`src/logic/sshl_pkg.sv`:
```
// Package of shared constants and types for the synchronous serial handshake link.
package sshl_pkg;
  localparam int          DATA_W         = 8;
  localparam int          CNT_W          = 4;
  localparam logic [3:0]  BITS_PER_BYTE  = 4'h8;
  localparam logic [1:0]  CKSEL_DIV8     = 2'h0;
  localparam logic [1:0]  CKSEL_DIV4     = 2'h1;
  localparam logic [1:0]  CKSEL_DIV2     = 2'h2;
  localparam logic [1:0]  CKSEL_EXT      = 2'h3;
  localparam logic [1:0]  MODE_RESET     = 2'h3;
  localparam int          INSTR_DIV      = 4;
  localparam logic [2:0]  ADDR_MODE      = 3'h0;
  localparam logic [2:0]  ADDR_DATA      = 3'h1;
  localparam logic [2:0]  ADDR_CMD       = 3'h2;
  localparam logic [2:0]  ADDR_STATUS    = 3'h3;
  localparam logic [2:0]  ADDR_IRQ_EN    = 3'h4;
  localparam logic [2:0]  ADDR_IRQ_CLR   = 3'h5;
  localparam int          CMD_GO_BIT     = 0;
  localparam int          CMD_SKIP_BIT   = 1;
  localparam int          CMD_RDY_LO_BIT = 2;
  localparam int          CMD_RDY_HI_BIT = 3;
  localparam int          CMD_IRQ_ACK_BIT = 4;
  localparam int          ST_DONE_BIT    = 0;
  localparam int          ST_BUSY_BIT    = 1;
  localparam int          ST_SKIP_BIT    = 2;
  localparam int          ST_HS_BIT      = 3;
  localparam int          EV_DONE        = 0;
  localparam int          EV_SKIP        = 1;
  localparam int          EV_W           = 2;
  typedef enum logic [1:0] {
    SSHL_IDLE  = 2'b00,
    SSHL_LOW   = 2'b01,
    SSHL_HIGH  = 2'b11
  } sshl_state_t;
endpackage : sshl_pkg

```
`src/logic/sshl_if.sv`:
```
// Interface carrying the shift clock, data and handshake wires between the two ends.
interface sshl_if;
  logic sck;
  logic sdata_m2s;
  logic sdata_s2m;
  logic rx_ready_n_o;
  logic rx_ready_n_oe;
  logic rx_ready_n;
  assign rx_ready_n = rx_ready_n_oe ? rx_ready_n_o : 1'b1;
  modport dev (input sck, input sdata_m2s, output sdata_s2m, output rx_ready_n_o, output rx_ready_n_oe,
               input rx_ready_n);
  modport mst (output sck, output sdata_m2s, input sdata_s2m, input rx_ready_n);
endinterface : sshl_if

```
`src/logic/sshl_slave.sv`:
```
// Receiving end: serial shifter on an external shift clock with the active-low ready handshake.
//
// Implementation choices: the address map and strobed register access.
module sshl_slave (
  input  wire logic                          clk,
  input  wire logic                          nrst,
  sshl_if.dev                                link,
  input  wire logic [2:0]                    addr,
  input  wire logic [sshl_pkg::DATA_W-1:0]   wdata,
  input  wire logic                          wr,
  input  wire logic                          rd,
  output logic      [sshl_pkg::DATA_W-1:0]   rdata,
  output logic                               irq
);
  // Receive shifter, its bit count and the flags that software polls.
  logic [sshl_pkg::DATA_W-1:0] shift_r;
  logic [sshl_pkg::CNT_W-1:0]  cnt_r;
  logic                        busy_r;
  logic                        xfer_done_flag_r;
  logic                        sck_d_r;
  logic                        skip_r;
  sshl_pkg::sshl_state_t       hs_st_r;
  // Event, enable and read-back words of the register port.
  logic [sshl_pkg::EV_W-1:0]   ev_st_r;
  logic [sshl_pkg::EV_W-1:0]   ev_en_r;
  logic [sshl_pkg::EV_W-1:0]   ev_set;
  logic [sshl_pkg::EV_W-1:0]   ev_clr;
  logic [sshl_pkg::DATA_W-1:0] rdata_nxt;
  // Decoded register writes.
  logic                        wr_data;
  logic                        wr_cmd;
  logic                        wr_irq_en;
  logic                        wr_irq_clr;
  // Decoded command bits, shift clock edges and the handshake level.
  logic                        go;
  logic                        skip_cmd;
  logic                        skip_take;
  logic                        irq_ack;
  logic                        rdy_lo_cmd;
  logic                        rdy_hi_cmd;
  logic                        rise;
  logic                        fall;
  logic                        done_ev;
  logic                        ready_low;

  // True when the write strobe addresses the given register.
  function automatic logic wr_hit(input logic       we,
                                  input logic [2:0] a,
                                  input logic [2:0] target);
    wr_hit = we && (a == target);
  endfunction

  // Picks one command bit out of a write word.
  function automatic logic cmd_bit(input logic [sshl_pkg::DATA_W-1:0] d,
                                   input int                          pos);
    cmd_bit = d[pos];
  endfunction

  // Widens an event word to the width of the register port.
  function automatic logic [sshl_pkg::DATA_W-1:0] ev_word(input logic [sshl_pkg::EV_W-1:0] ev);
    ev_word = {{(sshl_pkg::DATA_W - sshl_pkg::EV_W){1'b0}}, ev};
  endfunction

  // Packs handshake level, last skip result, busy and done into the status word.
  function automatic logic [sshl_pkg::DATA_W-1:0] status_word(input logic hs,
                                                             input logic skp,
                                                             input logic bsy,
                                                             input logic dn);
    status_word                        = '0;
    status_word[sshl_pkg::ST_HS_BIT]   = hs;
    status_word[sshl_pkg::ST_SKIP_BIT] = skp;
    status_word[sshl_pkg::ST_BUSY_BIT] = bsy;
    status_word[sshl_pkg::ST_DONE_BIT] = dn;
  endfunction

  assign wr_data    = wr_hit(wr, addr, sshl_pkg::ADDR_DATA);
  assign wr_cmd     = wr_hit(wr, addr, sshl_pkg::ADDR_CMD);
  assign wr_irq_en  = wr_hit(wr, addr, sshl_pkg::ADDR_IRQ_EN);
  assign wr_irq_clr = wr_hit(wr, addr, sshl_pkg::ADDR_IRQ_CLR);
  assign go         = wr_cmd && cmd_bit(wdata, sshl_pkg::CMD_GO_BIT);
  assign skip_cmd   = wr_cmd && cmd_bit(wdata, sshl_pkg::CMD_SKIP_BIT);
  assign irq_ack    = wr_cmd && cmd_bit(wdata, sshl_pkg::CMD_IRQ_ACK_BIT);
  assign rdy_lo_cmd = wr_cmd && cmd_bit(wdata, sshl_pkg::CMD_RDY_LO_BIT);
  assign rdy_hi_cmd = wr_cmd && cmd_bit(wdata, sshl_pkg::CMD_RDY_HI_BIT);
  // A skip only counts as taken when there is a finished byte to report.
  assign skip_take  = skip_cmd && xfer_done_flag_r;
  assign rise       = link.sck && !sck_d_r;
  assign fall       = !link.sck && sck_d_r;
  assign done_ev    = busy_r && rise && (cnt_r == sshl_pkg::BITS_PER_BYTE - 4'h1);

  // The edge detector starts at the idle level of the clock line, so reset makes no false edge.
  always_ff @(posedge clk) begin
    if (!nrst) sck_d_r <= 1'b1;
    else sck_d_r <= link.sck;
  end

  // The shifter follows every external rise; only the bit count is tied to the start command.
  always_ff @(posedge clk) begin
    if (!nrst) begin
      shift_r <= '0;
    end else if (wr_data) begin
      shift_r <= wdata;
    end else if (rise) begin
      shift_r <= {link.sdata_m2s, shift_r[sshl_pkg::DATA_W-1:1]};
    end
  end

  // The output bit moves on the falling edge, a half period before the far end samples it.
  always_ff @(posedge clk) begin
    if (!nrst) link.sdata_s2m <= 1'b1;
    else if (fall) link.sdata_s2m <= shift_r[0];
  end

  // Busy drops at the eighth rise after the start command; later edges still shift but count nothing.
  always_ff @(posedge clk) begin
    if (!nrst) begin
      busy_r <= 1'b0;
      cnt_r  <= '0;
    end else if (go) begin
      busy_r <= 1'b1;
      cnt_r  <= '0;
    end else if (rise && busy_r) begin
      cnt_r <= cnt_r + 4'h1;
      if (done_ev) busy_r <= 1'b0;
    end
  end

  // When the last rise and a clear meet in one cycle, the finished byte wins.
  always_ff @(posedge clk) begin
    if (!nrst) xfer_done_flag_r <= 1'b0;
    else if (done_ev) xfer_done_flag_r <= 1'b1;
    else if (go || skip_take || irq_ack) xfer_done_flag_r <= 1'b0;
  end

  // Remembers whether the latest skip found a finished byte.
  always_ff @(posedge clk) begin
    if (!nrst) skip_r <= 1'b0;
    else if (skip_cmd) skip_r <= xfer_done_flag_r;
  end

  // Handshake phase: idle with ready high, armed with ready low, byte in with ready still low.
  // Ready low is only honoured once the shifter is armed, so software cannot invert the order.
  always_ff @(posedge clk) begin
    if (!nrst) begin
      hs_st_r <= sshl_pkg::SSHL_IDLE;
    end else begin
      case (hs_st_r)
        sshl_pkg::SSHL_IDLE: begin
          if (rdy_lo_cmd && !rdy_hi_cmd && busy_r) hs_st_r <= sshl_pkg::SSHL_LOW;
        end
        sshl_pkg::SSHL_LOW: begin
          if (rdy_hi_cmd) hs_st_r <= sshl_pkg::SSHL_IDLE;
          else if (done_ev) hs_st_r <= sshl_pkg::SSHL_HIGH;
        end
        sshl_pkg::SSHL_HIGH: begin
          if (rdy_hi_cmd) hs_st_r <= sshl_pkg::SSHL_IDLE;
        end
        default: hs_st_r <= sshl_pkg::SSHL_IDLE;
      endcase
    end
  end
  assign ready_low          = (hs_st_r != sshl_pkg::SSHL_IDLE);
  assign link.rx_ready_n_o  = !ready_low;
  assign link.rx_ready_n_oe = 1'b1;

  // An event in the same cycle as its clear stays set.
  assign ev_set = {skip_take, done_ev};
  assign ev_clr = wr_irq_clr ? wdata[sshl_pkg::EV_W-1:0] : '0;
  always_ff @(posedge clk) begin
    if (!nrst) ev_st_r <= '0;
    else ev_st_r <= (ev_st_r & ~ev_clr) | ev_set;
  end

  always_ff @(posedge clk) begin
    if (!nrst) ev_en_r <= '0;
    else if (wr_irq_en) ev_en_r <= wdata[sshl_pkg::EV_W-1:0];
  end
  assign irq = |(ev_st_r & ev_en_r);

  // Read data are chosen here and registered below, so they stand only in the cycle after the strobe.
  always_comb begin
    rdata_nxt = '0;
    if (rd) begin
      case (addr)
        sshl_pkg::ADDR_DATA:    rdata_nxt = shift_r;
        sshl_pkg::ADDR_STATUS:  rdata_nxt = status_word(!ready_low, skip_r, busy_r, xfer_done_flag_r);
        sshl_pkg::ADDR_IRQ_EN:  rdata_nxt = ev_word(ev_en_r);
        sshl_pkg::ADDR_IRQ_CLR: rdata_nxt = ev_word(ev_st_r);
        default:                rdata_nxt = '0;
      endcase
    end
  end

  always_ff @(posedge clk) begin
    if (!nrst) rdata <= '0;
    else rdata <= rdata_nxt;
  end
endmodule // sshl_slave

```
`src/flat_wrapper.sv`:
```
// flat-port wrapper written by rule: the top's interface ports become plain ports
module sshl_slave_flat 
  (clk, nrst, addr, wdata, wr, rd, rdata, irq, link_sck, link_sdata_m2s, link_sdata_s2m, link_rx_ready_n_o, link_rx_ready_n_oe);
  sshl_if link_i ();
  input  wire logic clk;
  input  wire logic nrst;
  input  wire logic [2:0] addr;
  input  wire logic [sshl_pkg::DATA_W-1:0] wdata;
  input  wire logic wr;
  input  wire logic rd;
  output logic      [sshl_pkg::DATA_W-1:0] rdata;
  output logic irq;
  input wire logic [$bits(link_i.sck)-1:0] link_sck;
  input wire logic [$bits(link_i.sdata_m2s)-1:0] link_sdata_m2s;
  output wire logic [$bits(link_i.sdata_s2m)-1:0] link_sdata_s2m;
  output wire logic [$bits(link_i.rx_ready_n_o)-1:0] link_rx_ready_n_o;
  output wire logic [$bits(link_i.rx_ready_n_oe)-1:0] link_rx_ready_n_oe;
  assign link_i.sck = link_sck;
  assign link_i.sdata_m2s = link_sdata_m2s;
  assign link_sdata_s2m = link_i.sdata_s2m;
  assign link_rx_ready_n_o = link_i.rx_ready_n_o;
  assign link_rx_ready_n_oe = link_i.rx_ready_n_oe;
  sshl_slave u_core (.clk(clk), .nrst(nrst), .link(link_i), .addr(addr), .wdata(wdata), .wr(wr), .rd(rd), .rdata(rdata), .irq(irq));
endmodule
```
`config.mk`:
```
export PLATFORM = sky130hd
export DESIGN_NAME = sshl_slave_flat
export DESIGN_NICKNAME = d
export VERILOG_FILES = /design/src/logic/sshl_pkg.sv /design/src/logic/sshl_if.sv /design/src/logic/sshl_slave.sv /design/src/flat_wrapper.sv
export SDC_FILE = /design/constraint.sdc
export NUM_CORES = 1
export LEC_CHECK = 0
export BUFFER_PORTS_ARGS = -buffer_cell sky130_fd_sc_hd__buf_2
export CAP_MARGIN = 30
export CORE_ASPECT_RATIO = 1.4
export CORE_MARGIN = 3
export CORE_UTILIZATION = 35
export CTS_BUF_LIST = sky130_fd_sc_hd__clkbuf_2
export DETAILED_ROUTE_END_ITERATION = 10
export GPL_ROUTABILITY_DRIVEN = 0
export SYNTH_ARGS = -nofsm -noshare
export SYNTH_HDL_FRONTEND = slang
export SYNTH_SLANG_ARGS = --single-unit
```
`constraint.sdc`:
```
create_clock -name clk -period 1.3 [get_ports clk]
set_input_delay 0.195 -clock clk [delete_from_list [all_inputs] [get_ports clk]]
set_output_delay 0.195 -clock clk [all_outputs]
set_load 0.02 [all_outputs]
```
==> flow_metrics.tcl, run 1 <==
set metrics [dict create \
    die_w_um 59.07 \
    period_needed_ns 1.279 \
    finalHoldViolCount 0 \
    crit_fanout 3 \
    initial_core_util 0.3721 \
    synth_top_area_frac 0.4497 \
    cts_buffers 5 \
    synth.avg_cell_area_um2 9.719 \
    dr.pass1.iters 4 \
    synth_warnings 0 \
    netlist_area_um2 1380 \
    ctsHoldBuffers 0 \
    crit_path_end_kind "output pin" \
    cp-start-kind "flip-flop" \
    cts_tree "built" \
    top_layer "met4" \
    hold_slack_ns 0.06868 \
    ant_nets 0 \
    wl_per_cell_um 14.11 \
    ff2ff_path_depth 4 \
    finalSetupViolCount 0 \
    row_count 26 \
    path_class "flip-flop to output pin" \
    switching_share 0.2693 \
    finalMaxSlewViolations 0 \
    netlist_instances 142 \
    area_delta_synth_final_pct 16.05 \
    wl_um 3047 \
    holdPathEnd "u_core.sck_d_r$_SDFF_PN1_" \
    ys_seq_elements 31 \
    port_buffers 27 \
    drt_iter0_drc 25 \
    insertion_delay_ns 0.37 \
    async_flop_share 0 \
    dpl_cell_area_um2 1546 \
    layout_common_cells "28 x dfxtp_1, 25 x buf_2, 15 x nor2_1, 15 x mux2i_1, 9 x a21oi_1" \
    grt.total_usage 0.1502 \
    grt_max_degree 17 \
    clock_path_buffers 2 \
    synth-edff-count 0 \
    final_area_um2 1602 \
    fin_cells 216 \
    maxCapViolCount 0 \
    setup_tns_ns 0 \
    coreArea_um2 3709 \
    hpwlAfterDp_um 2346 \
    r2r_start "u_core.cnt_r[0]$_SDFFE_PP0P_" \
    ios 29 \
    final_nets 192 \
    critical_path_required_ns 1.11 \
    drc 0 \
    cts.reportedPaths.clkPinSlew_ns 0.17 \
    comb_power_share 0.098 \
    rrSetupSlack_ns 0.08 \
    met2WireLength_um 1503 \
    fp.dieH_um 80.30 \
    via_count 1098 \
    synth_cell_types 37 \
    final_common_cell "dfxtp_1" \
    die_area_um2 4743 \
    cts_root_buffer "clkbuf_2" \
    routed_via_density 5.083 \
    ys_top_cells_by_area "dfxtp_1 45%, mux2i_1 11%, a211oi_1 4.4%" \
    drt-met1-wl_um 1273 \
    dr_wl_met3_um 181 \
    drive_gt1_frac 0.2644 \
    clock_power_share 0.278 \
    timing.rr.end "u_core.ev_st_r[0]$_SDFF_PN0_" \
    ys_seq_area_frac 0.4497 \
    hold_class "input port to flip-flop" \
    pwr_density_cell_nw_per_um2 982.6 \
    grt_overflow 0 \
    rsz0062_at_grt "true" \
    p_sw_uw 423.8 \
    antenna_found_initial 0 \
    crit_arrival_ns 1.08 \
    worstHoldStart "link_sck" \
    synthesis.nets 160 \
    synth.largest_area_cell "dfxtp_1" \
    p_leak_nw 0.6722 \
    power_frac_seq 0.624 \
    grt_pass1_wl_um 5382 \
    cts.sinks 31 \
    dp_cells 208 \
    power.internal_mw 1.150 \
    num_antenna_cells 0 \
    skew_ns 0.02883 \
    min_period_over_period 0.9839 \
    grt_pass1_vias 1125 \
    cts_max_level 2 \
    min_path_cells 2 \
    status "complete, no violations" \
    n_fill_cell 400 \
    synthFlopType "dfxtp_1" \
    ir_drop_uv 604.2 \
    max_freq_ghz 0.7818 \
]
final cells by class:
| cell class | instances | area [um^2] | area share |
|---|---|---|---|
| Sequential cell | 31 | 624.3 | 0.3898 |
| Timing Repair Buffer | 33 | 188.9 | 0.1180 |
| Clock buffer | 5 | 25.02 | 0.01562 |
| Clock inverter | 2 | 8.758 | 0.005469 |
| Multi-Input combinational cell | 99 | 686.9 | 0.4289 |
| Tap cell | 42 | 52.55 | 0.03281 |
| Inverter | 4 | 15.01 | 0.009375 |
critical path: stages (launching register included):
cell	delay, ns
dfxtp_2	0.37
a22o_1	0.21
buf_6	0.13
how the worst max path moves through the flow:
stage | start | endpoint | cells after the start
4_1_cts | u_core.ev_en_r[0]$_SDFFE_PN0P_ | irq | 2
5_1_grt | u_core.ev_en_r[0]$_SDFFE_PN0P_ | irq | 2
3_5_place_dp | u_core.sck_d_r$_SDFF_PN1_ | u_core.shift_r[6]$_SDFFE_PN0P_ | 3
3_3_place_gp | u_core.sck_d_r$_SDFF_PN1_ | u_core.shift_r[0]$_SDFFE_PN0P_ | 3
2_1_floorplan | addr[0] | u_core.ev_en_r[0]$_SDFFE_PN0P_ | 4
6_report | u_core.ev_en_r[0]$_SDFFE_PN0P_ | irq | 2
flip-flops by register name, indices dropped and copies added (netlist names), 2 cells and up:
register / cells
u_core.rdata: 8
u_core.hs_st_r: 2
u_core.ev_en_r: 2
u_core.ev_st_r: 2
u_core.shift_r: 8
u_core.cnt_r: 4
logic make-up (layout without fill, tap and decap cells):
family                   Yosys count  after routing  synth area share
AND/OR/NAND/NOR                   50             50            0.2267
flip-flops                        31             31            0.4497
AO/OA/AOI/OAI                     30             30            0.1369
multiplexers                      15             15            0.1088
buffers and inverters             12             44           0.05348
XOR/XNOR                           2              2           0.01269
adder cells (fa/ha/maj)            1              1          0.009065
other                              1              1          0.002717
per-stage QoR:
| step | power [mW] | setup slack, ns | util |
|---|---|---|---|
| final | 1.574 | 0.02089 | 0.4318 |
| after global routing | 1.644 | -0.01840 | 0.4318 |
| after CTS | 1.591 | 0.004684 | 0.4268 |
| after detailed placement | 1.158 | 0.01563 | 0.4170 |
| after global placement | 1.154 | 0.07215 | 0.4170 |
| after floorplan | 1.100 | 0.2447 | - |
synth_stat cells (all sizes together), types with 4 or more instances:
master and count:
dfxtp 31, inv 4, mux2i 15, buf 7, nor2 15, and2 4, a211oi 8, nand2 5
o21ai 8, nor3 4, a21oi 9
power groups by stage:
stage	sequential, mW	clock (mW)	combinational [mW]
2_1_floorplan	1.00	0	0.0976
6_report	0.982	0.438	0.154
3_5_place_dp	1.00	0	0.156
3_3_place_gp	1.00	0	0.152
5_1_grt	0.985	0.487	0.172
4_1_cts	0.982	0.453	0.157
repair_timing:
action | CTS | global route
setup buffers | 0 | 1
pin swaps | 0 | 2
setup endpoints to repair | 7 | 4
gates resized for setup | 2 | 5
metal layers:
metal / vias to the layer above / track usage
met4: 0 / 0.07710
met5: - / 0
li1: 566 / -
met1: 492 / 0.1806
met3: 7 / 0.04180
met2: 33 / 0.2389
(Power assumes the default switching activity.)
==> inputs of run 2 (changes only) <==
--- a/config.mk
+++ b/config.mk
@@ -7,7 +7,7 @@
 export LEC_CHECK = 0
 export BUFFER_PORTS_ARGS = -buffer_cell sky130_fd_sc_hd__buf_2
 export CAP_MARGIN = 30
-export CORE_ASPECT_RATIO = 1.4
+export CORE_ASPECT_RATIO = 0.7
 export CORE_MARGIN = 3
 export CORE_UTILIZATION = 35
 export CTS_BUF_LIST = sky130_fd_sc_hd__clkbuf_2
==> flow_metrics.tcl, run 2 (synthesis results as in run 1) <==
set metrics [dict create \
    clock_path_buffers 2 \
    area_delta_synth_final_pct 15.87 \
    status "complete, no violations" \
    wl_per_cell_um 13.30 \
    critical_path_required_ns 1.11 \
    dr.pass1.iters 5 \
    pre_cts_ws_ns 0.01621 \
    routed_via_density 4.973 \
    drc 0 \
    initial_core_util 0.3783 \
    row_count 18 \
    p_leak_nw 0.6624 \
    finalHoldViolCount 0 \
    reg.largest.list "u_core.rdata (8), u_core.shift_r (8), u_core.cnt_r (4)" \
    grt_max_degree 17 \
    multiInputGateArea_um2 694.4 \
    crit_buf_inv 1 \
    pwr_density_cell_nw_per_um2 985.0 \
    cts.sinks 31 \
    timing.rr.end "u_core.cnt_r[2]$_SDFFE_PP0P_" \
    final_nets 189 \
    fp.dieH_um 58.54 \
    ff2ff_path_depth 5 \
    ios 29 \
    cts_buffers 5 \
    min_period_over_period 0.9649 \
    period_needed_ns 1.254 \
    ff_latch_area_um2 625.6 \
    finalSetupViolCount 0 \
    crit_slowest_cell "dfxtp_2" \
    cp-start-kind "flip-flop" \
    num_antenna_cells 0 \
    final_common_cell "dfxtp_1" \
    die_area_um2 4745 \
    slowest_delay_ns 0.35 \
    crit_arrival_ns 1.06 \
    hold_class "input port to flip-flop" \
    final_area_um2 1599 \
    die_w_um 81.06 \
    ant_nets 0 \
    port_buffers 27 \
    rsz0062_at_grt "true" \
    layout_common_cells "27 x dfxtp_1, 26 x buf_2, 15 x mux2i_1" \
    cts_tree "built" \
    finalMaxSlewViolations 0 \
    max_freq_ghz 0.7972 \
    ir_drop_uv 622.8 \
    cts.reportedPaths.clkPinSlew_ns 0.15 \
    skew_ns 0.01571 \
    r2r_start "u_core.cnt_r[1]$_SDFFE_PP0P_" \
    cts_max_level 2 \
    path_class "flip-flop to output pin" \
    cts_root_buffer "clkbuf_2" \
    wl_um 2952 \
    worstHoldStart "nrst" \
    hpwlAfterDp_um 2188 \
    n_fill_cell 391 \
    grt_pass1_wl_um 4830 \
    fin_util 0.4383 \
    crit_path_end_kind "output pin" \
    fin_ws_ns 0.04559 \
    rrSetupSlack_ns 0.08 \
    coreArea_um2 3649 \
    crit_family "flip-flops" \
    maxCapViolCount 0 \
    drt_iter0_drc 82 \
    antenna_found_initial 0 \
    insertion_delay_ns 0.35 \
    holdPathEnd "u_core.link.sdata_s2m$_SDFFE_PN1P_" \
    grt.total_usage 0.1367 \
    drive_gt1_frac 0.2616 \
    power_mw 1.575 \
    via_count 1104 \
    path_cells "a22o_1 -> buf_6" \
    dpl_cell_area_um2 1534 \
    crit_fanout 3 \
    grt_pass1_vias 1043 \
    min_path_cells 2 \
    grt_overflow 0 \
]
## run 2: worst max-delay path by stage
| stage | start | to | cells past startpoint |
|---|---|---|---|
| 3_5_place_dp | u_core.sck_d_r$_SDFF_PN1_ | u_core.shift_r[6]$_SDFFE_PN0P_ | 3 |
| 2_1_floorplan | addr[0] | u_core.ev_en_r[0]$_SDFFE_PN0P_ | 4 |
| 3_3_place_gp | addr[1] | u_core.cnt_r[2]$_SDFFE_PP0P_ | 4 |
| 4_1_cts | u_core.ev_st_r[0]$_SDFF_PN0_ | irq | 2 |
| 6_report | u_core.ev_en_r[0]$_SDFFE_PN0P_ | irq | 2 |
| 5_1_grt | u_core.ev_en_r[0]$_SDFFE_PN0P_ | irq | 2 |
## run 2: worst register-to-register path, cell delays in order (launching register included)
cell      delay (ns)
dfxtp_1         0.40
ha_1            0.15
nand4b_1        0.18
buf_4           0.19
xor2_1          0.15
nor2_1          0.06
## run 2: timing repair
item	CTS	global route
endpoints found under the setup margin	2	4
resized for setup	2	7
pin swaps	0	1
setup buffers	0	1
cloned	0	0
hold buffers	0	0
## run 2: report_power, final
part / internal (mW) / total, mW / switching (mW)
Sequential: 0.969 / 0.981 / 0.0124
Combinational: 0.0628 / 0.148 / 0.0852
Clock: 0.130 / 0.446 / 0.316
## run 2: metal layers
layer  up-vias  GRT usage  part of all wire
li1        562          -                 -
met1       506     0.1871              0.50
met2        31     0.1965              0.43
met3         5    0.05046             0.063
met4         0    0.05060            0.0081
met5         -          0                 0
## run 2: layout make-up
type                    instances  area share
flip-flops and latches         31      0.3912
clock inverters                 2    0.004695
clock buffers                   6     0.01878
multi-input cells              99      0.4343
well taps                      50     0.03912
repair buffers                 30      0.1025
inverters                       4    0.009390
## run 2: stage by stage
stage               TNS [ns]  cells  hold slack (ns)
floorplan                  0    142           0.2569
global placement           0    213           0.4288
detailed placement         0    213           0.4275
CTS                        0    221          0.04236
global route        -0.02531    222          0.02190
finish                     0    222          0.05409
==> inputs of run 3 (changes only) <==
--- a/config.mk
+++ b/config.mk
@@ -9,7 +9,7 @@
 export CAP_MARGIN = 30
 export CORE_ASPECT_RATIO = 0.7
 export CORE_MARGIN = 3
-export CORE_UTILIZATION = 35
+export CORE_UTILIZATION = 30
 export CTS_BUF_LIST = sky130_fd_sc_hd__clkbuf_2
 export DETAILED_ROUTE_END_ITERATION = 10
 export GPL_ROUTABILITY_DRIVEN = 0
==> flow_metrics.tcl, run 3 (synthesis results as in run 1) <==
set metrics [dict create \
    status "complete, no violations" \
    routed_via_density 4.902 \
    area_delta_synth_final_pct 16.77 \
    crit_end "irq" \
    grt_overflow 0 \
    path_class "flip-flop to output pin" \
    cts.sinks 31 \
    maxCapViolCount 0 \
    grt_max_degree 17 \
    slowest_delay_ns 0.36 \
    dr.pass1.iters 4 \
    ir_drop_uv 620.6 \
    die_w_um 87.07 \
    initial_core_util 0.3317 \
    grt_pass1_wl_um 4981 \
    insertion_delay_ns 0.36 \
    antenna_found_initial 0 \
    skew_ns 0.01102 \
    ios 29 \
    final_common_cell "dfxtp_1" \
    finalMaxSlewViolations 0 \
    hpwlAfterDp_um 2245 \
    crit_path_end_kind "output pin" \
    period_needed_ns 1.257 \
    min_period_over_period 0.9671 \
    drt_iter0_drc 73 \
    cts_root_buffer "clkbuf_2" \
    wl_per_cell_um 13.53 \
    crit_slowest_cell "dfxtp_2" \
    drc 0 \
    wl_um 3044 \
    critPathLaunch "u_core.ev_en_r[0]$_SDFFE_PN0P_" \
    fin_util 0.3874 \
    rsz0062_at_grt "true" \
    cts_max_level 2 \
    pwr_density_cell_nw_per_um2 978.9 \
    finalSetupViolCount 0 \
    timing.rr.end "u_core.shift_r[6]$_SDFFE_PN0P_" \
    max_freq_ghz 0.7954 \
    grt_pass1_vias 1018 \
    setup_tns_ns 0 \
    r2r_start "u_core.sck_d_r$_SDFF_PN1_" \
    final_nets 190 \
    finalHoldViolCount 0 \
    coreArea_um2 4160 \
    cts_tree "built" \
    ant_nets 0 \
    num_antenna_cells 0 \
    cp-start-kind "flip-flop" \
    crit_fanout 3 \
    via_count 1103 \
    crit_arrival_ns 1.06 \
    path_cells "a22o_1 -> buf_6" \
    row_count 19 \
    n_fill_cell 436 \
    crit_buf_inv 1 \
    critical_path_required_ns 1.11 \
    port_buffers 27 \
    cp.depth 2 \
    grt.total_usage 0.1183 \
    clock_path_buffers 2 \
    die_area_um2 5463 \
    cts_buffers 5 \
    crit_family "flip-flops" \
    rrSetupSlack_ns 0.13 \
    reg.largest.list "u_core.rdata (8), u_core.shift_r (8), u_core.cnt_r (4)" \
    fp.dieH_um 62.75 \
    hold_class "input port to flip-flop" \
    layout_common_cells "27 x dfxtp_1, 25 x buf_2, 15 x mux2i_1" \
    drive_gt1_frac 0.2659 \
    p_leak_nw 0.6697 \
    ff2ff_path_depth 3 \
    cts.reportedPaths.clkPinSlew_ns 0.15 \
]
run 3: changes by cell type in the layout (fill, tap and decap cells not counted):
cell   previous run  this run
buf_4             3         5
buf_2            26        25
run 3: where the power goes:
part	switching, mW	internal, mW
Sequential	0.0120	0.969
Clock	0.318	0.130
Combinational	0.0858	0.0636
run 3: timing repair:
| action | CTS | global route |
|---|---|---|
| resized for setup | 2 | 8 |
| hold buffers | 0 | 0 |
| pin swaps | 0 | 1 |
| buffers inserted | 0 | 2 |
| setup endpoints to repair | 3 | 5 |
run 3: layout make-up:
class	instances	area, um^2	share of cell area
multi-input combinational	99	694.4	0.4309
sequential	31	625.6	0.3882
timing repair buffer	31	173.9	0.1079
tap	52	65.06	0.04037
clock buffer	6	30.03	0.01863
inverter	4	15.01	0.009317
clock inverter	2	7.507	0.004658
run 3: how the worst min path moves through the flow:
stage	startpoint	slack, ns	endpoint	cells after the start
after floorplan	nrst	0.26	u_core.link.sdata_s2m$_SDFFE_PN1P_	1
after global placement	nrst	0.43	u_core.link.sdata_s2m$_SDFFE_PN1P_	2
after detailed placement	nrst	0.43	u_core.link.sdata_s2m$_SDFFE_PN1P_	2
after CTS	nrst	0.05	u_core.link.sdata_s2m$_SDFFE_PN1P_	2
after global routing	nrst	0.03	u_core.link.sdata_s2m$_SDFFE_PN1P_	2
final	nrst	0.07	u_core.link.sdata_s2m$_SDFFE_PN1P_	2
run 3: routing by layer:
metal / GRT usage / part of all wire / vias up
li1: - / - / 560
met1: 0.1679 / 0.47 / 509
met2: 0.1581 / 0.43 / 30
met3: 0.04875 / 0.088 / 4
met4: 0.04086 / 0.0062 / 0
met5: 0 / 0 / -
run 3: metrics by stage:
stage	hold WS, ns	cell area (um^2)	setup slack, ns	power (mW)	std cells
global placement	0.4346	1536	0.06923	1.146	215
global route	0.03380	1612	-0.02576	1.668	225
floorplan	0.2569	1380	0.2447	1.100	142
finish	0.06557	1612	0.04271	1.578	225
detailed placement	0.4320	1536	0.01859	1.148	215
CTS	0.05346	1578	0.01197	1.594	223
